`config.mk`:
```
export PLATFORM = sky130hd
export DESIGN_NAME = scm_clock_select
export DESIGN_NICKNAME = d
export VERILOG_FILES = /design/src/shared/scm_pkg.sv /design/src/rtl/scm_clock_select.sv /design/src/rtl/scm_pin_sync.sv
export VERILOG_INCLUDE_DIRS = /design/src /design/src/shared
export SDC_FILE = /design/constraint.sdc
export NUM_CORES = 1
export LEC_CHECK = 0
export BUFFER_PORTS_ARGS = -buffer_cell sky130_fd_sc_hd__buf_4
export CAP_MARGIN = 10
export CORE_MARGIN = 2
export CORE_UTILIZATION = 35
export CTS_CLUSTER_DIAMETER = 80
export DETAILED_ROUTE_END_ITERATION = 7
export PLACE_DENSITY = 0.55
export SETUP_SLACK_MARGIN = 0.02
export SLEW_MARGIN = 0
export SYNTH_ARGS = -nofsm -noshare
export SYNTH_HDL_FRONTEND = slang
export SYNTH_HIERARCHICAL = 1
export SYNTH_SLANG_ARGS = --single-unit
```
`constraint.sdc`:
```
create_clock -name clk -period 9.05 [get_ports clk]
set_input_delay 2.2625 -clock clk [delete_from_list [all_inputs] [get_ports clk]]
set_output_delay 2.2625 -clock clk [all_outputs]
set_load 0.1 [all_outputs]
```
`src/shared/scm_defs.svh`:
```
// register numbers, reset values and timing counts for the sample clock selector
`ifndef SCM_DEFS_SVH
`define SCM_DEFS_SVH

// register numbers as seen on the register port
`define SCM_REG_SAMPLE_RATE 16'h4e20
`define SCM_REG_CLKOUT_EN 16'h4e8e
`define SCM_REG_CLKOUT_FREQ 16'h4e8f
`define SCM_REG_SOURCE_SEL 16'h4ee8
`define SCM_REG_SOURCE_MASK 16'h4ee9

// reset values
`define SCM_RATE_RST 64'h0000_0000_0098_9680
`define SCM_CLKOUT_EN_RST 1'b0

// achievable internal rate range in hertz
`define SCM_RATE_MIN 64'h0000_0000_0000_03e8
`define SCM_RATE_MAX 64'h0000_0000_02fa_f080

// rate granularity per source, as a power of two of hertz
`define SCM_STEP_QUARTZ1 6'h00
`define SCM_STEP_QUARTZ2 6'h0a
`define SCM_STEP_BACKPLANE 6'h0a
`define SCM_STEP_EXTREF 6'h10

// phase step = rate * 2^40 / 100 MHz, then >> 8
`define SCM_NCO_K 64'h0000_0000_0000_2af3

// reference counted as lost after this many clocks without an edge
`define SCM_REF_TIMEOUT 8'h40

// number of cards fed by the clock distribution
`define SCM_FANOUT 8

`endif

```
`src/shared/scm_pkg.sv`:
```
// types shared by the sample clock selector
package scm_pkg;

  // clock source codes as written to the source select register
  typedef enum logic [10:0] {
    mode_internal_quartz_pll = 11'b000_0000_0001,
    mode_second_oscillator = 11'b000_0000_0100,
    mode_direct_dc_state_clock = 11'b000_0000_1000,
    mode_external_reference_pll = 11'b000_0010_0000,
    mode_backplane_reference_pll = 11'b000_0100_0000,
    mode_direct_ac_state_clock = 11'b100_0000_0000
  } scm_mode_t;

  // register port request
  typedef struct packed {
    logic wr;
    logic rd;
    logic [15:0] addr;
    logic [63:0] wdata;
  } scm_reg_req_t;

  // register port answer
  typedef struct packed {
    logic ack;
    logic [63:0] rdata;
  } scm_reg_rsp_t;

  // pin synchroniser state
  typedef struct packed {
    logic s1;
    logic s2;
    logic s3;
    logic level;
  } scm_sync_t;

  // selector state
  typedef struct packed {
    scm_mode_t mode;
    logic [63:0] rate_req;
    logic [63:0] rate_act;
    logic clkout_en;
    logic [31:0] phase;
    logic ref_prev;
    logic [7:0] ref_idle;
    logic sclk;
    logic [7:0] sync_out;
    scm_reg_rsp_t rsp;
  } scm_state_t;

endpackage

```
`src/rtl/scm_clock_select.sv`:
```
// sample clock source selection, rate programming and clock output
// Operation
// RL1: source select register holds and returns mode
// RL2: read-only mask shows available mode codes
// RL3: code 1 uses quartz one into PLL
// RL4: code 4 uses optional second quartz
// RL5: code 32 feeds external reference into PLL
// RL6: code 64 uses backplane reference, variant only
// RL7: code 8 clocks from DC pin, gaps allowed
// RL8: code 1024 clocks from AC pin directly
// RL9: software writes wanted sample rate in hertz
// RL10: rate read returns nearest achievable rate
// RL11: clock output enable one drives, zero tristates
// RL12: read-only frequency of synthesized output clock
// RL13: clock output usable with every source
// RL14: external reference divided and multiplied by PLL
// RL15: backplane supplies 100 MHz differential reference
// RL16: master feeds one clock to eight cards
// RL17: shared clock from quartz one or reference
// RL18: unavailable mode code write is ignored
`timescale 1ns/1ns
`default_nettype none
`include "scm_defs.svh"

module scm_clock_select #(
  parameter bit HAS_QUARTZ2 = 1'b1,
  parameter bit HAS_BACKPLANE = 1'b0
) (
  // clock and reset
  input wire logic clk,
  input wire logic rst,
  // register port
  input wire scm_pkg::scm_reg_req_t reg_req,
  output var scm_pkg::scm_reg_rsp_t reg_rsp,
  // external clock pins
  input wire logic dc_clock_input,
  input wire logic ac_clock_input,
  input wire logic ext_ref_input,
  input wire logic backplane_ref_input,
  // clock distribution control
  input wire logic sync_master,
  // clock outputs
  output logic sample_clock,
  output logic clock_out,
  output logic clock_out_oe,
  output logic [`SCM_FANOUT-1:0] sync_clock_out
);
  import scm_pkg::*;

  localparam logic [31:0] AVAIL_MASK = 32'h0000_0429 |
    (HAS_QUARTZ2 ? 32'h0000_0004 : 32'h0000_0000) |
    (HAS_BACKPLANE ? 32'h0000_0040 : 32'h0000_0000);

  scm_state_t q;
  scm_state_t next_q;
  logic [3:0] pin_raw;
  logic [3:0] pin_lvl;
  logic [63:0] rate_round;
  logic [63:0] nco_prod;
  logic ref_lvl;
  logic ref_edge;
  logic pll_run;
  logic src_clk;

  ////////////////////////////////////////////////////////////////////////////
  // helpers

  // granularity of the synthesized rate for a source
  function automatic logic [5:0] mode_step(input scm_mode_t m);
    case (m)
      mode_second_oscillator: mode_step = `SCM_STEP_QUARTZ2;
      mode_external_reference_pll: mode_step = `SCM_STEP_EXTREF;
      mode_backplane_reference_pll: mode_step = `SCM_STEP_BACKPLANE;
      default: mode_step = `SCM_STEP_QUARTZ1;
    endcase
  endfunction

  // true for the sources that go through the PLL
  function automatic logic is_pll_mode(input scm_mode_t m);
    case (m)
      mode_internal_quartz_pll, mode_second_oscillator,
      mode_external_reference_pll, mode_backplane_reference_pll: is_pll_mode = 1'b1;
      default: is_pll_mode = 1'b0;
    endcase
  endfunction

  // nearest rate on the source grid, clamped to the range
  function automatic logic [63:0] round_rate(input logic [63:0] req, input logic [5:0] sh);
    logic [63:0] step;
    logic [63:0] r;
    step = 64'h0000_0000_0000_0001 << sh;
    r = (req + (step >> 1)) & ~(step - 64'h0000_0000_0000_0001);
    if (r < `SCM_RATE_MIN) begin
      r = `SCM_RATE_MIN;
    end else if (r > `SCM_RATE_MAX) begin
      r = `SCM_RATE_MAX;
    end
    round_rate = r;
  endfunction

  ////////////////////////////////////////////////////////////////////////////
  // pin synchronisers

  assign pin_raw = {backplane_ref_input, ext_ref_input, ac_clock_input, dc_clock_input};

  generate
    for (genvar i = 0; i < 4; i++) begin : g_pin
      scm_pin_sync u_sync (
        .clk(clk),
        .rst(rst),
        .pin_in(pin_raw[i]),
        .level(pin_lvl[i])
      );
    end
  endgenerate

  ////////////////////////////////////////////////////////////////////////////
  // source selection

  // reference for the PLL: external pin or backplane
  assign ref_lvl = (q.mode == mode_backplane_reference_pll) ? pin_lvl[3] : pin_lvl[2]; // see RL6
  assign ref_edge = ref_lvl & ~q.ref_prev;

  // quartz sources always run; reference sources stop when the reference is lost
  always_comb begin
    case (q.mode)
      mode_internal_quartz_pll: pll_run = 1'b1; // see RL3
      mode_second_oscillator: pll_run = HAS_QUARTZ2; // see RL4
      mode_external_reference_pll: pll_run = (q.ref_idle != `SCM_REF_TIMEOUT); // see RL5
      mode_backplane_reference_pll: pll_run = (q.ref_idle != `SCM_REF_TIMEOUT); // see RL6
      default: pll_run = 1'b0;
    endcase
  end

  // sample clock source: PLL phase or a direct state clock pin
  always_comb begin
    case (q.mode)
      mode_direct_dc_state_clock: src_clk = pin_lvl[0]; // see RL7
      mode_direct_ac_state_clock: src_clk = pin_lvl[1]; // see RL8
      default: src_clk = q.phase[31];
    endcase
  end

  // nearest achievable rate and phase step for it
  assign rate_round = round_rate(q.rate_req, mode_step(q.mode)); // see RL10
  assign nco_prod = q.rate_act * `SCM_NCO_K; // see RL14

  ////////////////////////////////////////////////////////////////////////////
  // next state

  always_comb begin
    next_q = q;
    next_q.rsp.ack = 1'b0;
    next_q.ref_prev = ref_lvl;
    next_q.rate_act = rate_round;
    // reference watchdog, counts clocks since the last reference edge
    if (ref_edge) begin
      next_q.ref_idle = 8'h00;
    end else if (q.ref_idle != `SCM_REF_TIMEOUT) begin
      next_q.ref_idle = q.ref_idle + 8'h01;
    end
    // phase accumulator standing in for the PLL output
    if (pll_run) begin
      next_q.phase = q.phase + nco_prod[39:8]; // see RL14
    end
    // direct modes follow the pin as it comes, gaps included
    next_q.sclk = src_clk; // see RL7
    // distribution only from quartz one or the external reference
    if (sync_master && (q.mode == mode_internal_quartz_pll ||
        q.mode == mode_external_reference_pll)) begin
      next_q.sync_out = {`SCM_FANOUT{src_clk}}; // see RL16 and RL17
    end else begin
      next_q.sync_out = '0;
    end
    // register writes
    if (reg_req.wr) begin
      case (reg_req.addr)
        `SCM_REG_SAMPLE_RATE: next_q.rate_req = reg_req.wdata; // see RL9
        `SCM_REG_CLKOUT_EN: next_q.clkout_en = reg_req.wdata[0]; // see RL11
        `SCM_REG_SOURCE_SEL: begin
          // only single known codes that this card carries are taken
          if ((reg_req.wdata[63:32] == 32'h0000_0000) &&
              ((reg_req.wdata[31:0] & ~AVAIL_MASK) == 32'h0000_0000) &&
              $onehot(reg_req.wdata[31:0])) begin
            next_q.mode = scm_mode_t'(reg_req.wdata[10:0]); // see RL1 and RL18
          end
        end
        default: begin
        end
      endcase
    end
    // register reads, answered one clock later
    if (reg_req.rd) begin
      next_q.rsp.ack = 1'b1;
      case (reg_req.addr)
        `SCM_REG_SAMPLE_RATE: next_q.rsp.rdata = q.rate_act; // see RL10
        `SCM_REG_CLKOUT_EN: next_q.rsp.rdata = {63'h0, q.clkout_en};
        `SCM_REG_CLKOUT_FREQ: begin
          // only a synthesized clock has a known frequency
          next_q.rsp.rdata = is_pll_mode(q.mode) ? q.rate_act : 64'h0; // see RL12
        end
        `SCM_REG_SOURCE_SEL: next_q.rsp.rdata = {53'h0, q.mode}; // see RL1
        `SCM_REG_SOURCE_MASK: next_q.rsp.rdata = {32'h0, AVAIL_MASK}; // see RL2
        default: next_q.rsp.rdata = 64'h0;
      endcase
    end
  end

  ////////////////////////////////////////////////////////////////////////////
  // state register

  always_ff @(posedge clk or posedge rst) begin
    if (rst) begin
      q <= '0;
      q.mode <= mode_internal_quartz_pll;
      q.rate_req <= `SCM_RATE_RST;
      q.rate_act <= `SCM_RATE_RST;
      q.clkout_en <= `SCM_CLKOUT_EN_RST;
      q.ref_idle <= `SCM_REF_TIMEOUT;
    end else begin
      q <= next_q;
    end
  end

  ////////////////////////////////////////////////////////////////////////////
  // outputs

  assign reg_rsp = q.rsp;
  assign sample_clock = q.sclk;
  // output pin carries the sample clock whatever the source
  assign clock_out = q.sclk; // see RL13
  assign clock_out_oe = q.clkout_en; // see RL11
  assign sync_clock_out = q.sync_out;

endmodule

`default_nettype wire

```
`src/rtl/scm_pin_sync.sv`:
```
// three-stage pin synchroniser with agreement filter
`timescale 1ns/1ns
`default_nettype none

module scm_pin_sync (
  // clock and reset
  input wire logic clk,
  input wire logic rst,
  // pin and filtered level
  input wire logic pin_in,
  output logic level
);
  import scm_pkg::*;

  scm_sync_t q;
  scm_sync_t next_q;

  // first stage feeds only the second; level moves once stages two and three agree
  always_comb begin
    next_q = q;
    next_q.s1 = pin_in;
    next_q.s2 = q.s1;
    next_q.s3 = q.s2;
    if (q.s2 == q.s3) begin
      next_q.level = q.s3;
    end
  end

  // state register
  always_ff @(posedge clk or posedge rst) begin
    if (rst) begin
      q <= '0;
    end else begin
      q <= next_q;
    end
  end

  assign level = q.level;

endmodule

`default_nettype wire

```
==> flow_summary.toml <==
[pwr]
switching_share_pct = 34.9
fin_total_pwr_mw = 4.10
power.switching_mw = 1.43
ir_drop_v = 0.000136
seq_power_share_pct = 30.0
p_int_mw = 2.67
pwr_density_cell_nw_per_um2 = 165
clkPwrFrac_pct = 30.3
power.leakage_nw = 12.4
combinationalPowerShare_pct = 39.7

[timing]
hold_viol_final = 0
max_freq_mhz = 117
timing.setup.tns_ns = 0
rsz0062_at_grt = "no"
slew_headroom_pct = 39.7
maxSlewViolCount = 0
period_minus_slack_ns = 8.52
finalSetupViolCount = 0
fin_crit_sh_pct = 94.1
skew_ns = 0.0118
worstMarginPinSlew_ns = 0.898

[die]
die_w_um = 255
die_h_um = 255
placeableCoreArea_um2 = 61900
io_pins = 165
start_util_pct = 35.6
dieArea_um2 = 65000
row_count = 91

[setup_path]
crit_top_cell = "fa_1"
crit_cells = 30
cp_num_buf_inv = 4
cp_top_family = "adder cells"
reg2reg_depth = 30
crit_type = "reg2reg"
cp-start-kind = "flop"
critPathMaxStageDelay_ns = 0.55
required_ns = 9.49
crit_fanout = 8
cpMaxStageDelayCell = "fa_1"
arrival_ns = 8.96
end_kind = "flop"

[placement]
portBuffers = 164
place_congestion = 0.866
dp_hpwl_mm = 40.8

[yosys]
synth_fa_ha_area_share_pct = 32.5
synth_top_flop_cell = "dfrtp_1"
synth_compound_area_share_pct = 8.79
ys_warn_count = 6
synth_top_family_by_area = "adder cells"
yosys_register_bits = 264
synthXorXnorAreaFrac_pct = 3.90
synth-edff-count = 0
muxShareOfSynthArea_pct = 3.44
synth_seq_area_share_pct = 30.1
synthSimpleGateAreaFrac_pct = 10.8
syn_area_um2 = 22000
synthCells = 2189
avgSynthCellArea_um2 = 10.1
async_flop_share_pct = 100
synth.distinct_cells = 73

[cts]
cts_max_level = 1
clock_latency_ns = 0.58
hold_buffers = 0
cts_tree = "built"
cts_root_buffer = "clkbuf_16"
cts_sinks = 264
numCtsBuffers = 31
path_clk_slew_ns = 0.06
cts_setup_buffers = 0
clock_path_buffers = 3
ctsResizeCount = 0

[global_routing]
antenna_found_initial = 0
grt_pass1_wl_mm = 83.5
grt_use_total_pct = 16.0
grt-ovfl-total = 0
grt_pass1_vias = 15800
grt_max_degree = 74

[route]
dr.pass1.iters = 5
drc_errors = 0
drtIter0Drc = 648
postRouteAntennaNets = 0
route.final.wire_length_mm = 50.9
avgViaCountPerCell = 4.69
vias = 14900
wl_per_cell_um = 16.0

[layout]
n_antenna_cell = 0
nets = 2840
area_growth_pct = 12.9
fillers = 6097
layout-drive-gt1-share_pct = 14.7

[worst_hold_path]
hold_depth = 0
hold_class = "reg2reg"

[run_status]
status = "finished clean"

[run]
drv_cap = 0
cell type report:
type                    count  area, µm²  share of cell area (%)
inverters                 419       1580                    6.34
well taps                 837       1050                    4.21
clock inverters            17        184                   0.739
multi-input cells        1427      13300                    53.3
repair buffers            180       1350                    5.43
flip-flops and latches    264       6630                    26.6
clock buffers              39        826                    3.32
power by group through the flow:
stage | Combinational (mW) | Clock [mW] | Sequential, mW
final | 1.63 | 1.24 | 1.23
after floorplan | 1.28 | 0 | 1.24
after global placement | 1.59 | 0 | 1.25
after detailed placement | 1.64 | 0 | 1.25
after CTS | 1.64 | 1.28 | 1.23
after global routing | 1.89 | 1.33 | 1.23
cell families after synthesis:
| kind of cell | Yosys count |
|---|---|
| simple gates | 476 |
| flops | 264 |
| buf+inv | 537 |
| xor+xnor | 98 |
| mux | 68 |
| other cells | 2 |
| fa+ha+maj | 433 |
| compound gates | 311 |
sequential cells by signal, indices dropped and copies added, names as in the netlist:
| signal | cells |
|---|---|
| clock_out_oe | 1 |
| reg_rsp | 65 |
| g_pin.u_sync/next_q | 8 |
| g_pin.u_sync/q | 4 |
| clock_out | 1 |
| q | 180 |
| g_pin.u_sync/level | 4 |
| sync_clock_out | 1 |
cell usage after synthesis, types with 5 or more instances:
cell type / number / area [µm²]
a21boi_0: 5 / 37.5
a21o_1: 25 / 188
a21oi_1: 80 / 400
a221oi_1: 5 / 43.8
a31o_2: 8 / 70.1
a31oi_1: 7 / 43.8
and2_1: 15 / 93.8
and3_1: 12 / 75.1
buf_4: 74 / 556
clkbuf_1: 37 / 139
dfrtp_1: 246 / 6160
dfstp_2: 18 / 473
fa_1: 232 / 4640
ha_1: 196 / 2450
inv_1: 419 / 1570
mux2_2: 62 / 698
mux2i_1: 6 / 60.1
nand2_1: 157 / 589
nand2b_1: 13 / 81.3
nand3_1: 40 / 200
nand4_1: 17 / 106
nor2_1: 96 / 360
nor2b_1: 11 / 68.8
nor3_1: 40 / 200
nor3b_1: 10 / 75.1
nor3b_2: 6 / 75.1
nor4_1: 20 / 125
nor4b_1: 7 / 61.3
o21a_1: 11 / 82.6
o21ai_0: 115 / 576
o22ai_1: 6 / 37.5
o31ai_1: 6 / 45.0
or3_1: 6 / 37.5
or4_1: 5 / 37.5
xnor2_1: 63 / 552
xor2_1: 35 / 307
stage by stage:
stage | instances | instance area, µm² | util, % | worst slack [ns] | hold slack (ns)
5_1_grt | 3183 | 24900 | 40.2 | 0.0764 | 0.351
2_1_floorplan | 2228 | 22200 | - | 1.14 | 0.331
3_5_place_dp | 3127 | 23900 | 38.5 | 0.451 | 0.336
3_3_place_gp | 3127 | 23900 | 38.5 | 0.644 | 0.332
4_1_cts | 3183 | 24900 | 40.2 | 0.434 | 0.345
6_report | 3183 | 24900 | 40.2 | 0.531 | 0.341
cells in the final DEF, fill, tap and decap left out, drive strengths merged, types with 63 or more instances in the layout:
cell and n:
a21oi 80, dfrtp 246, fa 232, ha 196, nand2 157, o21ai 115
nor2 96, xnor2 63, buf 180, inv 421
worst paths after layout:
path                                            from  slack (ns)                        end
setup / recovery                              q[120]        0.53                     q[113]
hold / removal             g_pin[2].u_sync/next_q[2]        0.34  g_pin[2].u_sync/next_q[1]
min in group asynchronous                        rst        1.61  g_pin[0].u_sync/next_q[2]
setup reg to reg                              q[120]        0.53                     q[113]
max in group asynchronous                        rst        5.41                     q[171]
hold reg to reg            g_pin[2].u_sync/next_q[2]        0.34  g_pin[2].u_sync/next_q[1]
routing by layer:
metal  wire length [µm]  global-route usage, %  up-vias  share of wire, %
met5                  0                      0        -                 0
met2              25200                   27.9      208                50
met3               1460                   1.73       53               2.9
met1              23300                   21.4     7386                46
met4                882                   3.54        0               1.7
li1                   -                      -     7282                 -
Power figures use the tool's default switching activity.
